===== config.mk =====
export PLATFORM = sky130hd
export DESIGN_NAME = i2chc_top
export DESIGN_NICKNAME = d
export VERILOG_FILES = /design/src/i2chc_pkg.sv /design/src/i2chc_top.sv
export SDC_FILE = /design/constraint.sdc
export NUM_CORES = 1
export LEC_CHECK = 0
export BUFFER_PORTS_ARGS = -buffer_cell sky130_fd_sc_hd__buf_2
export CORE_MARGIN = 2
export CORE_UTILIZATION = 45
export CTS_CLUSTER_DIAMETER = 50
export DETAILED_ROUTE_END_ITERATION = 7
export GPL_TIMING_DRIVEN = 0
export PLACE_DENSITY_LB_ADDON = 0.25
export SLEW_MARGIN = 15
export SYNTH_ARGS = -nofsm -noshare
export SYNTH_HDL_FRONTEND = slang
export SYNTH_SLANG_ARGS = --single-unit

===== constraint.sdc =====
create_clock -name CLK -period 3.2 [get_ports CLK]
set_input_delay 0.64 -clock CLK [delete_from_list [all_inputs] [get_ports CLK]]
set_output_delay 0.64 -clock CLK [all_outputs]
set_load 0.005 [all_outputs]

===== src/i2chc_pkg.sv =====
// Shared constants and state types of the I2C host/client port.
package i2chc_pkg;

	// ---------------------------------------------------------------
	// Register indices on the plain register port
	// ---------------------------------------------------------------
	localparam int ADDR_W = 3;
	localparam int DATA_W = 16;
	localparam logic [2:0] REG_CTRL1 = 3'h0;
	localparam logic [2:0] REG_CTRL2 = 3'h1;
	localparam logic [2:0] REG_STATUS = 3'h2;
	localparam logic [2:0] REG_BUF = 3'h3;
	localparam logic [2:0] REG_BAUD = 3'h4;
	localparam logic [2:0] REG_OWNADR = 3'h5;

	// ---------------------------------------------------------------
	// Field positions
	// ---------------------------------------------------------------
	localparam int C1_EN = 4;
	localparam int C1_CKP = 5;
	localparam int C1_ADDRESS_HOLD_ENABLE = 6;
	localparam int C1_START_INTERRUPT_ENABLE = 7;
	localparam int C1_SWSCL = 8;
	localparam int C1_SWSDA = 9;
	localparam int C2_SEN = 0;
	localparam int C2_REPEAT_START_ENABLE = 1;
	localparam int C2_ACK_DATA_BIT = 5;
	localparam int ST_WRITE_COLLISION_FLAG = 6;
	localparam int ST_BCOL = 7;
	localparam int ST_IRQ = 8;

	// ---------------------------------------------------------------
	// Modes, reset values and counts
	// ---------------------------------------------------------------
	localparam logic [3:0] MODE_CLIENT = 4'h6;
	localparam logic [3:0] MODE_HOST = 4'h8;
	localparam logic [3:0] MODE_FWHOST = 4'hb;
	localparam logic [3:0] MODE_RST = 4'h0;
	localparam logic [7:0] BAUD_RST = 8'h04;
	localparam logic [6:0] OWNADR_RST = 7'h00;
	localparam logic [3:0] BITS_BYTE = 4'h8;

	typedef enum logic [3:0] {
		H_IDLE = 4'b0000,
		H_ST1 = 4'b0001,
		H_ST2 = 4'b0010,
		H_RS1 = 4'b0011,
		H_RS2 = 4'b0100,
		H_RS3 = 4'b0101,
		H_RS4 = 4'b0110,
		H_RS5 = 4'b0111,
		H_TXL = 4'b1000,
		H_TXR = 4'b1001,
		H_TXH = 4'b1010
	} i2chc_host_e;

	typedef enum logic [2:0] {
		C_IDLE = 3'b000,
		C_ADDR = 3'b001,
		C_ACK = 3'b010,
		C_TX = 3'b011,
		C_MACK = 3'b100
	} i2chc_client_e;

endpackage : i2chc_pkg


===== src/i2chc_top.sv =====
// I2C port: client transmit with address hold, host Start/Restart/byte transmit.
//
// Contract
// - Address hold: after eighth fall of matching address clear clock release, set flag.
// - During address hold, acknowledge slot carries ack data bit once clock released.
// - After acknowledging a read address, clear clock release and set flag.
// - Transmit buffer load refused before address acknowledge ends; load sets buffer full.
// - Copy host acknowledge of each transmitted byte into acknowledge status.
// - Host mode with port enabled drives SDA and SCL low only when needed.
// - Start/stop flags clear on reset or disable; Start only after stop or idle.
// - Firmware host mode: only Start/Stop detection active, software drives lines.
// - Host mode flag set on start, stop, byte/ack done, repeated start.
// - Host never queues: buffer write while busy is dropped, sets write collision.
// - Start detection suspended while generating Start; flag set when enable clears.
// - Writes to low five bits of second control ignored during Start.
// - Released SCL: baud counter waits for SCL high, then reloads and counts.
// - Host clocks eight data bits plus ninth acknowledge; first byte address plus R/W.
// - Start: lines high reload baud counter; still high at timeout drive SDA low.
// - After SDA low, count once more; at timeout clear enable, halt, keep SDA.
// - Lines low at Start, or SCL low early: bus collision, abort, idle.
// - Restart only from idle: SCL low, reload once low, release SDA one period.
// - Timeout with SDA high releases SCL; high period, SDA low period, SCL low.
// - Restart end clears enable, no reload, SDA held low, flag at timeout.
// - Acknowledge status updates on ninth rising SCL; other status on falls.
// - Restart collision if SDA low at SCL rise or SCL falls early.
//
// The register addresses and the address-and-strobe port are this design's own decisions.
`timescale 1ns/1ps
`default_nettype none

module i2chc_top #(
	parameter int BAUD_W = 8
) (
	input wire logic CLK, // System clock, 100 MHz
	input wire logic SYS_RST, // Asynchronous reset, active high
	input wire logic [i2chc_pkg::ADDR_W-1:0] ADDR, // Register index
	input wire logic [i2chc_pkg::DATA_W-1:0] WDATA, // Write data
	input wire logic WR, // Write strobe
	input wire logic RD, // Read strobe
	output logic [i2chc_pkg::DATA_W-1:0] RDATA, // Read data, cycle after RD
	input wire logic SCL_I, // SCL level on the bus
	output logic SCL_O, // SCL output level, always low
	output logic SCL_OE, // High while SCL is pulled low
	input wire logic SDA_I, // SDA level on the bus
	output logic SDA_O, // SDA output level, always low
	output logic SDA_OE // High while SDA is pulled low
);
	import i2chc_pkg::*;

	function automatic logic msb_bit(input logic [7:0] b, input logic [3:0] n);
		return b[3'h7 - n[2:0]];
	endfunction : msb_bit

	// ---------------------------------------------------------------
	// State
	// ---------------------------------------------------------------
	logic [3:0] mode_q;
	logic en_q, ckp_q, address_hold_enable_q, start_interrupt_enable_q, sw_scl_q, sw_sda_q;
	logic sen_q, repeat_start_enable_q, ack_data_bit_q;
	logic start_det_q, stop_det_q, bf_q, ack_status_bit_q, rw_q, ack_time_flag_q;
	logic write_collision_flag_q, bcol_q, irq_q, bus_busy_q;
	logic [7:0] buf_q, csh_q;
	logic [BAUD_W-1:0] baud_q, brg_q;
	logic [6:0] own_q;
	logic brg_run_q;
	i2chc_host_e hst_q;
	i2chc_client_e cst_q;
	logic [3:0] hcnt_q, ccnt_q;
	logic hold_scl_q, hold_sda_q;
	logic scl_prev_q, sda_prev_q;

	// ---------------------------------------------------------------
	// Decode and events
	// ---------------------------------------------------------------
	logic host_on, fw_on, client_on, brg_to, scl_rise, scl_fall;
	logic det_on, start_seen, stop_seen;
	logic wr_c1, wr_c2, wr_st, wr_buf, rd_buf, buf_ok, buf_acc;
	logic h_coll, h_st_set, h_st_done, h_rs_done, h_byte_done, h_ack_smp, h_bf_clr;
	logic c_addr_done, c_match, c_ack_end, c_ack_val, c_tx_end, c_mack_rise, c_mack_end;
	logic host_scl_low, host_sda_low, client_scl_low, client_sda_low;
	logic c2_locked;

	assign host_on = en_q && (mode_q == MODE_HOST);
	assign fw_on = en_q && (mode_q == MODE_FWHOST);
	assign client_on = en_q && (mode_q == MODE_CLIENT);
	assign brg_to = brg_run_q && (brg_q == '0);
	assign scl_rise = SCL_I && !scl_prev_q;
	assign scl_fall = !SCL_I && scl_prev_q;

	// Own Start generation must not raise the detector
	assign det_on = en_q && !(host_on && (hst_q == H_ST1 || hst_q == H_ST2));
	assign start_seen = det_on && SCL_I && scl_prev_q && sda_prev_q && !SDA_I;
	assign stop_seen = det_on && SCL_I && scl_prev_q && !sda_prev_q && SDA_I;

	assign wr_c1 = WR && (ADDR == REG_CTRL1);
	assign wr_c2 = WR && (ADDR == REG_CTRL2);
	assign wr_st = WR && (ADDR == REG_STATUS);
	assign wr_buf = WR && (ADDR == REG_BUF);
	assign rd_buf = RD && (ADDR == REG_BUF);

	assign buf_ok = host_on ? (hst_q == H_IDLE && !sen_q && !repeat_start_enable_q) :
		client_on ? (cst_q == C_TX && ccnt_q == 4'h0) :
		!fw_on;
	assign buf_acc = wr_buf && buf_ok;
	assign c2_locked = sen_q || hst_q == H_ST1 || hst_q == H_ST2;

	assign h_coll = host_on && ((hst_q == H_IDLE && sen_q && !(SDA_I && SCL_I)) ||
		(hst_q == H_ST1 && (!SCL_I || (brg_to && !SDA_I))) ||
		(hst_q == H_RS3 && SCL_I && !SDA_I) ||
		(hst_q == H_RS4 && !SCL_I));
	assign h_st_set = host_on && hst_q == H_ST1 && brg_to && SDA_I && SCL_I;
	assign h_st_done = host_on && hst_q == H_ST2 && brg_to;
	assign h_rs_done = host_on && hst_q == H_RS5 && brg_to;
	assign h_byte_done = host_on && hst_q == H_TXH && brg_to && hcnt_q == BITS_BYTE;
	assign h_ack_smp = host_on && hst_q == H_TXR && SCL_I && hcnt_q == BITS_BYTE;
	assign h_bf_clr = host_on && hst_q == H_TXH && brg_to && hcnt_q == 4'h7;

	assign c_match = csh_q[7:1] == own_q;
	assign c_addr_done = client_on && cst_q == C_ADDR && scl_fall && ccnt_q == BITS_BYTE;
	assign c_ack_val = address_hold_enable_q ? ack_data_bit_q : 1'b0;
	assign c_ack_end = client_on && cst_q == C_ACK && scl_fall;
	assign c_tx_end = client_on && cst_q == C_TX && scl_fall && ccnt_q == 4'h7;
	assign c_mack_rise = client_on && cst_q == C_MACK && scl_rise;
	assign c_mack_end = client_on && cst_q == C_MACK && scl_fall;

	// ---------------------------------------------------------------
	// Line drive
	// ---------------------------------------------------------------
	always_comb begin
		host_scl_low = 1'b0;
		host_sda_low = 1'b0;
		unique case (hst_q)
			H_IDLE: begin
				host_scl_low = hold_scl_q;
				host_sda_low = hold_sda_q;
			end
			H_ST1: host_sda_low = 1'b0;
			H_ST2: host_sda_low = 1'b1;
			H_RS1: begin
				host_scl_low = 1'b1;
				host_sda_low = hold_sda_q;
			end
			H_RS2: host_scl_low = 1'b1;
			H_RS3: host_sda_low = 1'b0;
			H_RS4: host_sda_low = 1'b0;
			H_RS5: host_sda_low = 1'b1;
			H_TXL: begin
				host_scl_low = 1'b1;
				host_sda_low = hcnt_q < BITS_BYTE && !msb_bit(buf_q, hcnt_q);
			end
			H_TXR, H_TXH: host_sda_low = hcnt_q < BITS_BYTE && !msb_bit(buf_q, hcnt_q);
		endcase
	end

	// Client stretches in acknowledge, transmit and host-acknowledge states while software holds the clock release low
	assign client_scl_low = cst_q != C_IDLE && cst_q != C_ADDR && !ckp_q;
	assign client_sda_low = (cst_q == C_ACK && !c_ack_val) ||
		(cst_q == C_TX && !msb_bit(buf_q, ccnt_q));

	always_ff @(posedge CLK or posedge SYS_RST) begin
		if (SYS_RST) begin
			SCL_OE <= 1'b0;
			SDA_OE <= 1'b0;
			SCL_O <= 1'b0;
			SDA_O <= 1'b0;
			scl_prev_q <= 1'b1;
			sda_prev_q <= 1'b1;
		end else begin
			SCL_OE <= host_on ? host_scl_low : fw_on ? sw_scl_q :
				client_on && client_scl_low;
			SDA_OE <= host_on ? host_sda_low : fw_on ? sw_sda_q :
				client_on && client_sda_low;
			SCL_O <= 1'b0;
			SDA_O <= 1'b0;
			scl_prev_q <= SCL_I;
			sda_prev_q <= SDA_I;
		end
	end

	// ---------------------------------------------------------------
	// Control registers
	// ---------------------------------------------------------------
	always_ff @(posedge CLK or posedge SYS_RST) begin
		if (SYS_RST) begin
			mode_q <= MODE_RST;
			en_q <= 1'b0;
			ckp_q <= 1'b1;
			address_hold_enable_q <= 1'b0;
			start_interrupt_enable_q <= 1'b0;
			sw_scl_q <= 1'b0;
			sw_sda_q <= 1'b0;
			ack_data_bit_q <= 1'b0;
			baud_q <= BAUD_RST[BAUD_W-1:0];
			own_q <= OWNADR_RST;
		end else begin
			if (wr_c1) begin
				mode_q <= WDATA[3:0];
				en_q <= WDATA[C1_EN];
				address_hold_enable_q <= WDATA[C1_ADDRESS_HOLD_ENABLE];
				start_interrupt_enable_q <= WDATA[C1_START_INTERRUPT_ENABLE];
				sw_scl_q <= WDATA[C1_SWSCL];
				sw_sda_q <= WDATA[C1_SWSDA];
			end
			// Hardware stretch wins over a software release in the same cycle
			if ((c_addr_done && c_match && address_hold_enable_q) ||
					(c_ack_end && rw_q && !c_ack_val) ||
					(c_mack_end && !ack_status_bit_q)) begin
				ckp_q <= 1'b0;
			end else if (wr_c1) begin
				ckp_q <= WDATA[C1_CKP];
			end
			if (wr_c2) begin
				ack_data_bit_q <= WDATA[C2_ACK_DATA_BIT];
			end
			if (WR && ADDR == REG_BAUD) begin
				baud_q <= WDATA[BAUD_W-1:0];
			end
			if (WR && ADDR == REG_OWNADR) begin
				own_q <= WDATA[6:0];
			end
		end
	end

	always_ff @(posedge CLK or posedge SYS_RST) begin
		if (SYS_RST) begin
			sen_q <= 1'b0;
			repeat_start_enable_q <= 1'b0;
		end else begin
			if (!host_on || h_coll) begin
				sen_q <= 1'b0;
				repeat_start_enable_q <= 1'b0;
			end else begin
				if (h_st_done) begin
					sen_q <= 1'b0;
				end else if (wr_c2 && !c2_locked && hst_q == H_IDLE && WDATA[C2_SEN] &&
						(stop_det_q || !bus_busy_q)) begin
					sen_q <= 1'b1;
				end
				if (h_rs_done) begin
					repeat_start_enable_q <= 1'b0;
				end else if (wr_c2 && !c2_locked && hst_q == H_IDLE && WDATA[C2_REPEAT_START_ENABLE]) begin
					repeat_start_enable_q <= 1'b1;
				end
			end
		end
	end

	// ---------------------------------------------------------------
	// Status flags
	// ---------------------------------------------------------------
	always_ff @(posedge CLK or posedge SYS_RST) begin
		if (SYS_RST) begin
			start_det_q <= 1'b0;
			stop_det_q <= 1'b0;
			bus_busy_q <= 1'b0;
		end else if (!en_q) begin
			start_det_q <= 1'b0;
			stop_det_q <= 1'b0;
			bus_busy_q <= 1'b0;
		end else if (start_seen || h_st_set) begin
			start_det_q <= 1'b1;
			stop_det_q <= 1'b0;
			bus_busy_q <= 1'b1;
		end else if (stop_seen) begin
			start_det_q <= 1'b0;
			stop_det_q <= 1'b1;
			bus_busy_q <= 1'b0;
		end
	end

	always_ff @(posedge CLK or posedge SYS_RST) begin
		if (SYS_RST) begin
			irq_q <= 1'b0;
			write_collision_flag_q <= 1'b0;
			bcol_q <= 1'b0;
		end else begin
			// Write-one-to-clear; a new event in the same cycle keeps the bit set
			if ((host_on && (start_seen || stop_seen || h_st_done ||
					h_rs_done || h_byte_done)) ||
					(client_on && start_seen && start_interrupt_enable_q) ||
					(c_addr_done && c_match && address_hold_enable_q) ||
					(c_ack_end && rw_q && !c_ack_val) ||
					c_mack_end) begin
				irq_q <= 1'b1;
			end else if (wr_st && WDATA[ST_IRQ]) begin
				irq_q <= 1'b0;
			end
			if (wr_buf && !buf_ok) begin
				write_collision_flag_q <= 1'b1;
			end else if (wr_st && WDATA[ST_WRITE_COLLISION_FLAG]) begin
				write_collision_flag_q <= 1'b0;
			end
			if (h_coll) begin
				bcol_q <= 1'b1;
			end else if (wr_st && WDATA[ST_BCOL]) begin
				bcol_q <= 1'b0;
			end
		end
	end

	always_ff @(posedge CLK or posedge SYS_RST) begin
		if (SYS_RST) begin
			bf_q <= 1'b0;
			buf_q <= 8'h00;
			ack_status_bit_q <= 1'b0;
			rw_q <= 1'b0;
			ack_time_flag_q <= 1'b0;
		end else begin
			if (buf_acc) begin
				bf_q <= 1'b1;
				buf_q <= WDATA[7:0];
			end else if (c_addr_done && c_match) begin
				bf_q <= 1'b1;
				buf_q <= csh_q;
			end else if (h_bf_clr || c_tx_end) begin
				bf_q <= 1'b0;
			end else if (rd_buf && cst_q != C_TX && cst_q != C_MACK && hst_q == H_IDLE) begin
				bf_q <= 1'b0;
			end
			if (h_ack_smp || c_mack_rise) begin
				ack_status_bit_q <= SDA_I;
			end
			if (c_addr_done && c_match) begin
				rw_q <= csh_q[0];
				ack_time_flag_q <= 1'b1;
			end else if (c_ack_end) begin
				ack_time_flag_q <= 1'b0;
			end
		end
	end

	// ---------------------------------------------------------------
	// Client sequencer
	// ---------------------------------------------------------------
	always_ff @(posedge CLK or posedge SYS_RST) begin
		if (SYS_RST) begin
			cst_q <= C_IDLE;
			ccnt_q <= 4'h0;
			csh_q <= 8'h00;
		end else if (!client_on || stop_seen) begin
			cst_q <= C_IDLE;
			ccnt_q <= 4'h0;
		end else if (start_seen) begin
			cst_q <= C_ADDR;
			ccnt_q <= 4'h0;
		end else begin
			unique case (cst_q)
				C_IDLE: ccnt_q <= 4'h0;
				C_ADDR: begin
					if (scl_rise && ccnt_q < BITS_BYTE) begin
						csh_q <= {csh_q[6:0], SDA_I};
						ccnt_q <= ccnt_q + 4'h1;
					end else if (c_addr_done) begin
						cst_q <= c_match ? C_ACK : C_IDLE;
					end
				end
				C_ACK: begin
					if (c_ack_end) begin
						ccnt_q <= 4'h0;
						// Receive direction is not served here; a NACK ends it
						cst_q <= (rw_q && !c_ack_val) ? C_TX : C_IDLE;
					end
				end
				C_TX: begin
					if (c_tx_end) begin
						cst_q <= C_MACK;
					end else if (scl_fall) begin
						ccnt_q <= ccnt_q + 4'h1;
					end
				end
				C_MACK: begin
					if (c_mack_end) begin
						ccnt_q <= 4'h0;
						cst_q <= ack_status_bit_q ? C_IDLE : C_TX;
					end
				end
			endcase
		end
	end

	// ---------------------------------------------------------------
	// Host sequencer and baud counter
	// ---------------------------------------------------------------
	always_ff @(posedge CLK or posedge SYS_RST) begin
		if (SYS_RST) begin
			hst_q <= H_IDLE;
			hcnt_q <= 4'h0;
			brg_q <= '0;
			brg_run_q <= 1'b0;
			hold_scl_q <= 1'b0;
			hold_sda_q <= 1'b0;
		end else if (!host_on || h_coll) begin
			hst_q <= H_IDLE;
			brg_run_q <= 1'b0;
			hold_scl_q <= 1'b0;
			hold_sda_q <= 1'b0;
		end else begin
			if (brg_run_q && brg_q != '0) begin
				brg_q <= brg_q - 1'b1;
			end
			unique case (hst_q)
				H_IDLE: begin
					if (sen_q) begin
						brg_q <= baud_q;
						brg_run_q <= 1'b1;
						hst_q <= H_ST1;
					end else if (repeat_start_enable_q) begin
						hst_q <= H_RS1;
					end else if (buf_acc) begin
						brg_q <= baud_q;
						brg_run_q <= 1'b1;
						hcnt_q <= 4'h0;
						hst_q <= H_TXL;
					end
				end
				H_ST1: begin
					if (h_st_set) begin
						brg_q <= baud_q;
						hst_q <= H_ST2;
					end
				end
				H_ST2: begin
					if (h_st_done) begin
						brg_run_q <= 1'b0;
						hold_sda_q <= 1'b1;
						hold_scl_q <= 1'b0;
						hst_q <= H_IDLE;
					end
				end
				H_RS1: begin
					if (!SCL_I) begin
						brg_q <= baud_q;
						brg_run_q <= 1'b1;
						hst_q <= H_RS2;
					end
				end
				H_RS2: begin
					if (brg_to) begin
						brg_run_q <= 1'b0;
					end
					// Waits past timeout while another party still holds SDA
					if ((brg_to || !brg_run_q) && SDA_I) begin
						brg_run_q <= 1'b0;
						hst_q <= H_RS3;
					end
				end
				H_RS3: begin
					if (SCL_I) begin
						brg_q <= baud_q;
						brg_run_q <= 1'b1;
						hst_q <= H_RS4;
					end
				end
				H_RS4: begin
					if (brg_to) begin
						brg_q <= baud_q;
						hst_q <= H_RS5;
					end
				end
				H_RS5: begin
					if (h_rs_done) begin
						brg_run_q <= 1'b0;
						hold_sda_q <= 1'b1;
						hold_scl_q <= 1'b1;
						hst_q <= H_IDLE;
					end
				end
				H_TXL: begin
					if (brg_to) begin
						brg_run_q <= 1'b0;
						hst_q <= H_TXR;
					end
				end
				H_TXR: begin
					if (SCL_I) begin
						brg_q <= baud_q;
						brg_run_q <= 1'b1;
						hst_q <= H_TXH;
					end
				end
				H_TXH: begin
					if (h_byte_done) begin
						brg_run_q <= 1'b0;
						hold_scl_q <= 1'b1;
						hold_sda_q <= 1'b0;
						hst_q <= H_IDLE;
					end else if (brg_to) begin
						hcnt_q <= hcnt_q + 4'h1;
						brg_q <= baud_q;
						hst_q <= H_TXL;
					end
				end
			endcase
		end
	end

	// ---------------------------------------------------------------
	// Read port
	// ---------------------------------------------------------------
	always_ff @(posedge CLK or posedge SYS_RST) begin
		if (SYS_RST) begin
			RDATA <= 16'h0000;
		end else if (RD) begin
			unique case (ADDR)
				REG_CTRL1: RDATA <= {6'h00, sw_sda_q, sw_scl_q, start_interrupt_enable_q, address_hold_enable_q, ckp_q, en_q, mode_q};
				REG_CTRL2: RDATA <= {10'h000, ack_data_bit_q, 3'h0, repeat_start_enable_q, sen_q};
				REG_STATUS: RDATA <= {7'h00, irq_q, bcol_q, write_collision_flag_q, ack_time_flag_q, rw_q, ack_status_bit_q,
					bf_q, stop_det_q, start_det_q};
				REG_BUF: RDATA <= {8'h00, buf_q};
				REG_BAUD: RDATA <= {{(16-BAUD_W){1'b0}}, baud_q};
				REG_OWNADR: RDATA <= {9'h000, own_q};
				default: RDATA <= 16'h0000;
			endcase
		end
	end

endmodule : i2chc_top

`default_nettype wire


After elaboration in Yosys (flattened, before gate mapping) --
Index checks and enable logic that the tools add are counted.
Storage, ports and cells: bits in registers 99, input bits 25, output and inout bits 20, logic and storage cells 387
Cells by class: add/sub/neg operators 5, magnitude comparators 4, equality and inequality tests 59, muxes and demuxes 112, bitwise operators 3, reduce and logical (&&, ||, !) cells 168
Operators with widths (number):
- $mux 4 | 27
- $logic_and 1x1->1 | 91
- $mux 8 | 11
- $pmux 10 s6 | 1
- $mux 1 | 51
- $pmux 8 s6 | 1
- $pmux 4 s11 | 1
- $eq 4x3->1 const B | 7
- $eq 4x4->1 const B | 7
- $ne 4x3->1 const B | 7
- $logic_or 1x1->1 | 25
- $ne 3x2->1 const B | 8
- $mux 3 | 7
- $logic_not 1->1 | 20
- $pmux 4 s5 | 1
- $reduce_bool 2->1 | 7
- $eq 3x2->1 const B | 4
- $ne 3x3->1 const B | 4
- $ne 4x4->1 const B | 3
- $pmux 3 s4 | 1
- $reduce_and 11->1 | 1
- $ne 2x2->1 const B | 5
- $eq 3x3->1 const B | 3
- $ne 3x1->1 const B | 3
- 33 further kinds | 55

Logic depth before layout (Yosys ltp) --
Gate-level depths: netlist (run 1).
word-level depth 19, mapped depth 11, gate-level depth less buffers 9

Worst setup path after synthesis (run 1) --
Ideal clock, no wire load.
path type register -> register, start register ccnt_q[0], end register brg_q[3], library setup time 0.121 ns, data arrival time 2.363 ns, path slack 0.716 ns, cell stages (with the launch flop) 12, clock period less this slack 2.484 ns, cells stage by stage dfrtp_1 > clkbuf_1 > inv_1 > ha_1 > nand2_1 > or4_1 > a2111oi_0 > nor3_1 > nand2_1 > buf_2 > o21ai_0 > a22o_1
On the way: cells in the longest elaborated chain, start to end 9
Ends and longest elaborated chain:
- from (decl) | line i2chc_top.sv:68 | logic [3:0] hcnt_q, ccnt_q;
- from (signal assigned) | line i2chc_top.sv:352 | ccnt_q <= ccnt_q + 4'h1;
- from (signal assigned) | line i2chc_top.sv:368 | ccnt_q <= ccnt_q + 4'h1;
- $logic_not 4->1 | line i2chc_top.sv:102 | client_on ? (cst_q == C_TX && ccnt_q == 4'h0) :
- $logic_and 1x1->1 | line i2chc_top.sv:102
- $mux 1 | line i2chc_top.sv:102
- $mux 1 | line i2chc_top.sv:101 | assign buf_ok = host_on ? (hst_q == H_IDLE && !sen_q && !repeat_start_enable_q) :
- $logic_and 1x1->1 | line i2chc_top.sv:104 | assign buf_acc = wr_buf && buf_ok;
- $mux 8 | line i2chc_top.sv:409 | end else if (buf_acc) begin
- $mux 8 | line i2chc_top.sv:407 | end else if (repeat_start_enable_q) begin
- $mux 8 | line i2chc_top.sv:403 | if (sen_q) begin
- $pmux 8 s6 | line i2chc_top.sv:401 | unique case (hst_q)
- to (signal assigned) | line i2chc_top.sv:399 | brg_q <= brg_q - 1'b1;
- to (signal assigned) | line i2chc_top.sv:404 | brg_q <= baud_q;
- to (signal assigned) | line i2chc_top.sv:410 | brg_q <= baud_q;
- to (decl) | line i2chc_top.sv:63 | logic [BAUD_W-1:0] baud_q, brg_q;
No other way between the ends. A chain may end at the register's enable or synchronous reset.

Worst setup path in the final report (run 1) --
start register hst_q[2], end register sen_q
On the way: cells in the longest elaborated chain, start to end 9
Ends and longest elaborated chain:
- from (decl) | line i2chc_top.sv:66 | i2chc_host_e hst_q;
- from (signal assigned) | line i2chc_top.sv:386 | hst_q <= H_IDLE;
- from (signal assigned) | line i2chc_top.sv:393 | hst_q <= H_IDLE;
- from (signal assigned) | line i2chc_top.sv:406 | hst_q <= H_ST1;
- $eq 4x1->1 or $logic_not 4->1 (tied branches)
- $logic_or 1x1->1 or $logic_and 1x1->1 (tied branches) (2 in a row) | line i2chc_top.sv:105, i2chc_top.sv:107
- $logic_not 1->1 or $logic_or 1x1->1 (tied branches) | line i2chc_top.sv:235, i2chc_top.sv:107
- $logic_and 1x1->1 or $logic_or 1x1->1 (tied branches) | line i2chc_top.sv:235, i2chc_top.sv:108
- $logic_and 1x1->1 or $logic_or 1x1->1 (tied branches) | line i2chc_top.sv:235, i2chc_top.sv:109
- $logic_and 1x1->1, on equally long branches | line i2chc_top.sv:235, i2chc_top.sv:107
- $logic_and 1x1->1 or $logic_or 1x1->1 (tied branches) | line i2chc_top.sv:235, i2chc_top.sv:229
- $reduce_bool 3->1 (no line) or $mux 1 (tied branches)
- to (signal assigned) | line i2chc_top.sv:230 | sen_q <= 1'b0;
- to (signal assigned) | line i2chc_top.sv:234 | sen_q <= 1'b0;
- to (signal assigned) | line i2chc_top.sv:237 | sen_q <= 1'b1;
- to (decl) | line i2chc_top.sv:59 | logic sen_q, repeat_start_enable_q, ack_data_bit_q;
Parallel ways exist; a longest one is shown, timed or not.

==> results of run 1 <==
-- worst reg2reg max path: stages, from the launching register on --
cell and delay, ns:
dfrtp_1 0.39, clkbuf_1 0.37, clkbuf_1 0.38, inv_1 0.12, o21ai_0 0.17, o211ai_1 0.12
nor2_1 0.22, a31o_2 0.30, buf_1 0.53, nor3_1 0.16
-- logic make-up after synthesis --
logic type               count (synthesis)
buffers and inverters                   71
XOR/XNOR                                 9
other                                    1
AO/OA/AOI/OAI                          168
flip-flops                              93
multiplexers                            61
adder cells (fa/ha/maj)                  4
AND/OR/NAND/NOR                        252
-- layout by cell type, fill, tap and decap left out, drive strengths merged, types with 8 or more instances in the layout --
master / instances
dfrtp: 89
nand2: 71
nor2: 64
buf: 49
o21ai: 41
clkbuf: 40
mux2: 39
a21oi: 39
inv: 23
nand3: 21
nor3: 19
mux2i: 17
a22oi: 15
o22ai: 12
nor2b: 11
nand2b: 11
conb: 8
-- power groups by stage --
stage | combinational, mW | clock [mW] | sequential, mW
finish | 0.581 | 1.17 | 1.50
global route | 0.640 | 1.24 | 1.52
CTS | 0.578 | 1.20 | 1.50
detailed placement | 0.574 | 0 | 1.52
global placement | 0.553 | 0 | 1.51
floorplan | 0.420 | 0 | 1.45
-- state kept, by name (all words and copies together) (netlist names), 3 cells and up --
name,cells
own_q,7
mode_q,4
hst_q,4
RDATA,10
hcnt_q,4
brg_q,8
cst_q,3
csh_q,8
buf_q,8
ccnt_q,4
baud_q,8
-- layout make-up --
type	count	area (sq um)
Buffer	48	225
Multi-Input combinational cell	502	3290
Fill cell	1213	6020
Clock buffer	11	233
Timing Repair Buffer	30	188
Clock inverter	5	83.8
Sequential cell	93	2330
Inverter	22	85.1
Tap cell	172	215
-- stage by stage --
step | total power [mW] | instances | instance area (sq um)
2_1_floorplan | 1.87 | 666 | 5910
3_3_place_gp | 2.06 | 866 | 6260
3_5_place_dp | 2.09 | 868 | 6310
4_1_cts | 3.27 | 884 | 6640
5_1_grt | 3.40 | 883 | 6660
6_report | 3.26 | 883 | 6660
-- timing repair --
action | 4_1_cts | 5_1_grt
hold buffers | 0 | 0
gates resized for setup | 1 | 6
pin swaps | 0 | 1
setup endpoints to repair | 6 | 8
-- worst paths after layout --
path	end	slack [ns]	depth (start not counted)
worst max register to register	sen_q$_DFFE_PP0P_	0.30	9
min in group CLK	sda_prev_q$_DFF_PP1_	0.39	1
worst max-delay path	sen_q$_DFFE_PP0P_	0.30	9
max in group asynchronous	ckp_q$_DFFE_PP1P_	2.19	4
worst min register to register	bcol_q$_DFFE_PP0P_	0.50	2
worst min-delay path	SCL_OE$_DFF_PP0_	0.21	2
-- routing by layer --
layer	global-route usage, %	part of all wire (%)	vias to the layer above
li1	-	-	2487
met2	42.4	48	219
met1	34.6	42	2681
met4	8.21	2.0	0
met3	6.56	7.2	29
met5	0	0	-
==> impl_metrics.tcl, run 1 <==
set metrics [dict create \
    cp-end-kind "flip-flop" \
    drive_above_1_share_pct 17.7 \
    period_share_pct 90.6 \
    fin_crit_ns 2.90 \
    synth_xor_area_share_pct 1.34 \
    rsz0062_at_grt "false" \
    start_util_pct 46.4 \
    synthCells 659 \
    area_growth_pct 13.1 \
    hold_viol_final 0 \
    ys_types 73 \
    synth-seq-area-share_pct 39.6 \
    ys_ff_latch 93 \
    yosys_warnings 0 \
    synth_simple_gate_area_share_pct 21.9 \
    clock_latency_ns 0.35 \
    rr_startpoint "hst_q[2]$_DFFE_PP0P_" \
    clkTransAtPathRegs_ns 0.07 \
    worst_hold_slack_ns 0.210 \
    syn_avg_cell_area_sq_um 8.93 \
    dp_hpwl_um 13400 \
    slew_violations 0 \
    worstPathArrival_ns 3.11 \
    slew_headroom_pct 45.0 \
    grt_usage_pct 26.2 \
    leakagePower_nw 2.69 \
    ant_nets 0 \
    cts_buffers 9 \
    die_width_um 118 \
    ctsLongestPathBuffers 2 \
    synthArstFlopShare_pct 100 \
    antenna_cells 0 \
    place_congestion 0.967 \
    dieArea_sq_um 14000 \
    layout_setup_ws_ns 0.300 \
    yosysTopAreaCell "dfrtp_1" \
    fp.dieH_um 118 \
    drt_wl_total_um 17900 \
    first_global_vias 5240 \
    post-synth-top-count-cell "dfrtp_1" \
    p_sw_share_pct 29.6 \
    wire_per_inst_um 20.3 \
    io_buffer_count 28 \
    synth.top_cell.area_share_pct 37.9 \
    outcome "finished clean" \
    p_int_mw 2.29 \
    synthAdderAreaFrac_pct 0.851 \
    vdd_drop_max_mv 0.399 \
    cts_root_buffer "clkbuf_16" \
    synth_common_cells "dfrtp_1 (89), nand2_1 (71), nor2_1 (64)" \
    synth_edf_count 0 \
    path_class "flip-flop to flip-flop" \
    synth_compound_area_share_pct 18.6 \
    worst_pin_slew_ns 0.823 \
    synth.top_cells.by_area "dfrtp_1 (38%), mux2_2 (7.5%), nand2_1 (4.5%), nor2_1 (4.1%), o21ai_0 (3.5%)" \
    cts_tree "yes" \
    p_clk_share_pct 36.0 \
    fin_tns_setup_ns 0 \
    min_path_type "input pin to async pin" \
    muxShareOfSynthArea_pct 12.3 \
    crit_required_ns 3.41 \
    critPathMaxFanout 10 \
    startpoint_type "flip-flop" \
    crit_chain "clkbuf_1, clkbuf_1, inv_1, o21ai_0, o211ai_1, nor2_1, a31o_2, buf_1, nor3_1" \
    cap_violations 0 \
    drt_pass1_iterations 6 \
    htree_levels 3 \
    ys.flop_type "dfrtp_1" \
    num_rows 41 \
    power.density_nw_per_um2 489 \
    crit_start "hst_q[2]$_DFFE_PP0P_" \
    preCtsSetupSlack_ns -0.139 \
    cts_setup_buffers 0 \
    crit_top_cell "clkbuf_1" \
    fmax_mhz 345 \
    utilization_pct 52.5 \
    grt_pass1_wl_um 28700 \
    crit_slowest_cell "buf_1" \
    critical-path-top-delay-family "buffers and inverters" \
    num_io_pins 45 \
    grt_max_degree 46 \
    nets 735 \
    skew_ns 0.00491 \
    vias 5416 \
    switching_power_uw 965 \
    viasPerCell 6.13 \
    grt_overflow 0 \
    synth_area_sq_um 5880 \
    coreArea_sq_um 12700 \
    synth_top_family_by_area "simple AND/OR/NAND/NOR gates" \
    setup_viol 0 \
    slowest_delay_ns 0.53 \
    grt_antenna_before_repair 0 \
    drcViolationCount 0 \
    drtIter0Drc 624 \
    pwr-share-comb_pct 17.8 \
    path_buf_inv 4 \
    seq_power_share_pct 46.1 \
    clock-sinks 93 \
]
Note: power is estimated with default switching activity, not from simulation.
==> inputs of run 2 (changes only) <==
CELL_PAD_IN_SITES_DETAIL_PLACEMENT = 1   (was default)
CELL_PAD_IN_SITES_GLOBAL_PLACEMENT = 1   (was default)
CORE_UTILIZATION = 42   (was 45)
RECOVER_POWER = 100   (was default)
==> run 2 against run 1 <==
The flow now finishes with violations (capacitance limit, slew limit). Sequential power barely moved. Sequential share of layout area fell by 0.066 points. Hold slack improved by 0.17 ns. Via count rose by 0.72%. Die area rose by 6.9%. Critical path depth did not move. Setup slack got worse by 0.13 ns. Routed wire length rose by 13%. Design area rose by 0.19%. Maximum frequency fell by 4.3%. Flip-flop and latch count did not move. Critical path type unchanged.
==> impl_metrics.tcl, run 2 (synthesis gave the netlist of run 1 again) <==
set metrics [dict create \
    htree_levels 3 \
    drive_above_1_share_pct 15.9 \
    dp_cells 875 \
    grt_overflow 0 \
    rr_worst_depth 9 \
    worstPathArrival_ns 3.24 \
    fp.dieH_um 122 \
    holdBufCountCts 0 \
    top_register "RDATA" \
    nets 735 \
    fin_crit_ns 3.03 \
    drtIter0Drc 384 \
    crit_chain "clkbuf_1, inv_1, ha_1, nand2_1, or4_1, and2_0, o31ai_1, o311ai_0, mux2i_1" \
    path_class "flip-flop to flip-flop" \
    leakagePower_nw 2.66 \
    dieArea_sq_um 15000 \
    clkTransAtPathRegs_ns 0.07 \
    antenna_cells 0 \
    clock_latency_ns 0.36 \
    slew_violations 43 \
    hold_viol_final 0 \
    place_congestion 0.926 \
    rrSetupSlack_ns 0.17 \
    coreArea_sq_um 13800 \
    cap_violations 1 \
    ant_nets 0 \
    start_util_pct 42.7 \
    num_rows 43 \
    min_delay_worst_endpoint "sda_prev_q$_DFF_PP1_" \
    drt_wl_total_um 20300 \
    startpoint_type "flip-flop" \
    setup_viol 0 \
    nFillCells 1670 \
    rr_startpoint "ccnt_q[0]$_DFFE_PP0P_" \
    violations "capacitance limit, slew limit" \
    first_global_vias 5630 \
    area_growth_pct 13.3 \
    cts_root_buffer "clkbuf_16" \
    grt_antenna_before_repair 0 \
    worst_pin_slew_ns 2.14 \
    cts_tree "yes" \
    die_width_um 122 \
    cts_buffers 9 \
    clock-sinks 93 \
    dp_hpwl_um 15100 \
    r2r_end "brg_run_q$_DFFE_PP0P_" \
    largest_reg_flops 10 \
    grt_pass1_wl_um 31400 \
    power.density_nw_per_um2 511 \
    min_path_type "input pin to flip-flop" \
    wire_per_inst_um 22.7 \
    period_share_pct 94.6 \
    rsz0062_at_grt "false" \
    drcViolationCount 0 \
    viasPerCell 6.12 \
    whs_path_depth 1 \
    crit_required_ns 3.41 \
    fmax_mhz 330 \
    critical-path-top-delay-family "compound AO/OA/AOI/OAI gates" \
    cts_setup_buffers 0 \
    hold_start "SDA_I" \
    path_buf_inv 2 \
    stdcell_count 891 \
    vdd_drop_max_mv 0.335 \
    final_common_cell "dfrtp_1" \
    io_buffer_count 28 \
    skew_ns 0.00686 \
    crit_slowest_cell "o31ai_1" \
    num_io_pins 45 \
    vias 5455 \
    layout_setup_ws_ns 0.172 \
    final_cell_mix "dfrtp_1 (89), nand2_1 (71), nor2_1 (64)" \
    drt_pass1_iterations 5 \
    grt_max_degree 52 \
    slew_headroom_pct -43.3 \
    preCtsSetupSlack_ns -0.0643 \
    ctsLongestPathBuffers 2 \
    slowest_delay_ns 0.60 \
    critPathMaxFanout 7 \
    outcome "complete, but fails checks" \
    grt_usage_pct 27.8 \
    cp-end-kind "flip-flop" \
]
-- run 2: cell count changes in the layout (fill, tap and decap cells not counted), sizes merged --
cell    delta
clkinv     +1
inv        -1
clkbuf    +15
bufinv     +1
buf       -16
-- run 2: timing repair --
action	in CTS	in global routing
gates cloned	0	0
pin swaps	0	0
resized for setup	1	4
setup endpoints to repair	5	7
-- run 2: layout make-up --
| cell class | count | area (sq um) | area share [%] |
|---|---|---|---|
| Sequential cell | 93 | 2330 | 35.0 |
| Timing Repair Buffer | 29 | 153 | 2.29 |
| Clock buffer | 10 | 239 | 3.58 |
| Buffer | 49 | 228 | 3.42 |
| Inverter | 22 | 83.8 | 1.26 |
| Multi-Input combinational cell | 502 | 3290 | 49.3 |
| Tap cell | 180 | 225 | 3.38 |
| Clock inverter | 6 | 119 | 1.78 |
-- run 2: worst max-delay path by stage --
stage / from / endpoint / depth (start not counted)
after floorplan: SYS_RST / RDATA[0]$_DFFE_PP0P_ / 1
after global placement: SYS_RST / brg_q[6]$_DFFE_PP0N_ / 2
after detailed placement: hst_q[0]$_DFFE_PP0P_ / brg_q[3]$_DFFE_PP0N_ / 9
after CTS: brg_q[0]$_DFFE_PP0N_ / brg_q[6]$_DFFE_PP0N_ / 10
after global routing: ccnt_q[0]$_DFFE_PP0P_ / brg_q[1]$_DFFE_PP0N_ / 11
final: ccnt_q[0]$_DFFE_PP0P_ / brg_run_q$_DFFE_PP0P_ / 9
-- run 2: routing by layer --
metal / vias up / wire (um) / track usage, % / share of wire (%)
li1: 2486 / - / - / -
met1: 2794 / 8930 / 36.2 / 44
met2: 141 / 10000 / 46.9 / 50
met3: 34 / 859 / 5.44 / 4.2
met4: 0 / 427 / 8.48 / 2.1
met5: - / 0 / 0 / 0
-- run 2: power breakdown --
part           internal, mW  switching [mW]
logic                 0.264           0.327
clock network         0.794           0.513
registers              1.33           0.183
-- run 2: stage by stage --
stage	setup TNS, ns	util, %	power (mW)	hold slack (ns)	cell area, sq um
2_1_floorplan	0	-	1.87	0.444	5910
4_1_cts	0	48.4	3.43	0.372	6670
3_3_place_gp	-97.59	45.6	2.08	0.480	6270
3_5_place_dp	-0.108	45.8	2.12	0.509	6300
5_1_grt	0	48.4	3.55	0.371	6670
6_report	0	48.4	3.41	0.379	6670
==> inputs of run 3 (changes only) <==
CORE_MARGIN = 5   (was 2)
SKIP_CTS_REPAIR_TIMING = 1   (was default)
==> run 3 against run 2 <==
The flow still finishes with violations (capacitance limit, slew limit). Routed wire length down 0.65%. Global-route usage is 2.8 points lower. Setup slack got worse by 0.0058 ns. Critical path depth unchanged. First-iteration DRC count grew 24%. Design area shrank 0.90%. Largest cell class unchanged.
==> impl_metrics.tcl, run 3 (synthesis gave the netlist of run 1 again) <==
set metrics [dict create \
    outcome "complete, but fails checks" \
    violations "capacitance limit, slew limit" \
    nets 735 \
    place_congestion 0.938 \
    startpoint_type "flip-flop" \
    grt_usage_pct 25.0 \
    ant_nets 0 \
    die_width_um 128 \
    fp.dieH_um 128 \
    critPathMaxFanout 10 \
    rrSetupSlack_ns 0.17 \
    final_cell_mix "dfrtp_1 (89), nand2_1 (71), nor2_1 (63)" \
    period_share_pct 94.8 \
    ctsLongestPathBuffers 2 \
    grt_max_degree 50 \
    worst_pin_slew_ns 1.88 \
    drt_pass1_iterations 5 \
    slew_headroom_pct -25.2 \
    antenna_cells 0 \
    rr_startpoint "hst_q[0]$_DFFE_PP0P_" \
    fin_tns_setup_ns 0 \
    grt_overflow 0 \
    crit_slowest_cell "nor4_4" \
    fmax_mhz 330 \
    skew_ns 0.00586 \
    wire_per_inst_um 22.6 \
    num_rows 43 \
    preCtsSetupSlack_ns -0.229 \
    layout_setup_ws_ns 0.166 \
    clock-sinks 93 \
    drive_above_1_share_pct 16.9 \
    grt_antenna_before_repair 0 \
    hold_viol_final 0 \
    cts_tree "yes" \
    critical-path-top-delay-family "compound AO/OA/AOI/OAI gates" \
    viasPerCell 6.16 \
    io_buffer_count 28 \
    grt_pass1_wl_um 32100 \
    power.density_nw_per_um2 490 \
    slew_violations 50 \
    crit_required_ns 3.45 \
    largest_reg_flops 10 \
    fin_crit_ns 3.03 \
    cp.depth 9 \
    highest_layer "met4" \
    slowest_delay_ns 0.67 \
    dieArea_sq_um 16500 \
    routed-wl-met3_um 826 \
    met1_length_um 8810 \
    nFillCells 1638 \
    worstPathArrival_ns 3.28 \
    start_util_pct 42.5 \
    path_class "flip-flop to flip-flop" \
    path_buf_inv 2 \
    num_io_pins 45 \
    crit_start "hst_q[0]$_DFFE_PP0P_" \
    leakagePower_nw 2.65 \
    dr_wl_met2_um 9840 \
    coreArea_sq_um 13800 \
    first_global_vias 5636 \
    crit_chain "clkbuf_1, nor4_4, a211oi_1, a2111oi_2, nor3_2, nand2_1, buf_2, o21ai_0, a22o_1" \
    top_register "RDATA" \
    hold_start "SDA_I" \
    drt_wl_total_um 20100 \
    rsz0062_at_grt "false" \
    cts_root_buffer "clkbuf_16" \
    drcViolationCount 0 \
    vdd_drop_max_mv 0.440 \
    clock_latency_ns 0.36 \
    drtIter0Drc 476 \
    r2r_end "brg_q[3]$_DFFE_PP0N_" \
    critPathCapture "brg_q[3]$_DFFE_PP0N_" \
    cts_buffers 9 \
    final_common_cell "dfrtp_1" \
    cp-end-kind "flip-flop" \
    htree_levels 3 \
    area_growth_pct 12.3 \
    cap_violations 1 \
    min_path_type "input pin to flip-flop" \
    rr_worst_depth 9 \
    stdcell_count 891 \
    setup_viol 0 \
    dp_cells 875 \
    utilization_pct 47.8 \
    vias 5491 \
    clkTransAtPathRegs_ns 0.07 \
    dp_hpwl_um 15000 \
]
## run 3: cell types whose count changed in the layout (fill, tap and decap cells not counted), moves of 2 or more
cell / before / now
inv_6: 0 / 4
bufinv_16: 3 / 1
buf_2: 21 / 27
clkbuf_1: 45 / 37
buf_1: 2 / 4
## run 3: area by class of cell
| type | instances | area (sq um) | area share (%) |
|---|---|---|---|
| Inverter | 22 | 82.6 | 1.25 |
| Timing Repair Buffer | 29 | 140 | 2.12 |
| Clock inverter | 7 | 78.8 | 1.19 |
| Multi-Input combinational cell | 502 | 3300 | 49.9 |
| Buffer | 49 | 228 | 3.45 |
| Tap cell | 180 | 225 | 3.41 |
| Clock buffer | 9 | 225 | 3.41 |
| Sequential cell | 93 | 2330 | 35.3 |
## run 3: stage by stage
stage	hold WS (ns)	area (sq um)	total power [mW]
floorplan	0.444	5910	1.87
global placement	0.481	6270	2.08
detailed placement	0.491	6300	2.11
CTS	0.377	6610	3.26
global route	0.379	6610	3.38
finish	0.387	6610	3.24
## run 3: how the worst min path moves through the flow
stage | end | slack (ns) | depth (start not counted)
2_1_floorplan | bcol_q$_DFFE_PP0P_ | 0.44 | 2
5_1_grt | sda_prev_q$_DFF_PP1_ | 0.38 | 1
6_report | sda_prev_q$_DFF_PP1_ | 0.39 | 1
3_5_place_dp | bcol_q$_DFFE_PP0P_ | 0.49 | 2
4_1_cts | sda_prev_q$_DFF_PP1_ | 0.38 | 1
3_3_place_gp | bcol_q$_DFFE_PP0P_ | 0.48 | 2
## run 3: worst reg2reg max path: stages, from the launching register on
cell and delay (ns):
dfrtp_1 0.37, clkbuf_1 0.27, nor4_4 0.68, a211oi_1 0.30, a2111oi_2 0.39, nor3_2 0.14
nand2_1 0.14, buf_2 0.26, o21ai_0 0.14, a22o_1 0.24
## run 3: power breakdown
part	internal [mW]	switching, mW
Clock	0.618	0.526
Sequential	1.33	0.181
Combinational	0.263	0.321
Total	2.21	1.03
## run 3: per-layer routing
layer,GRT usage [%],up-vias
li1,-,2492
met1,33.0,2774
met2,41.8,173
met3,3.86,52
met4,9.05,0
met5,0,-
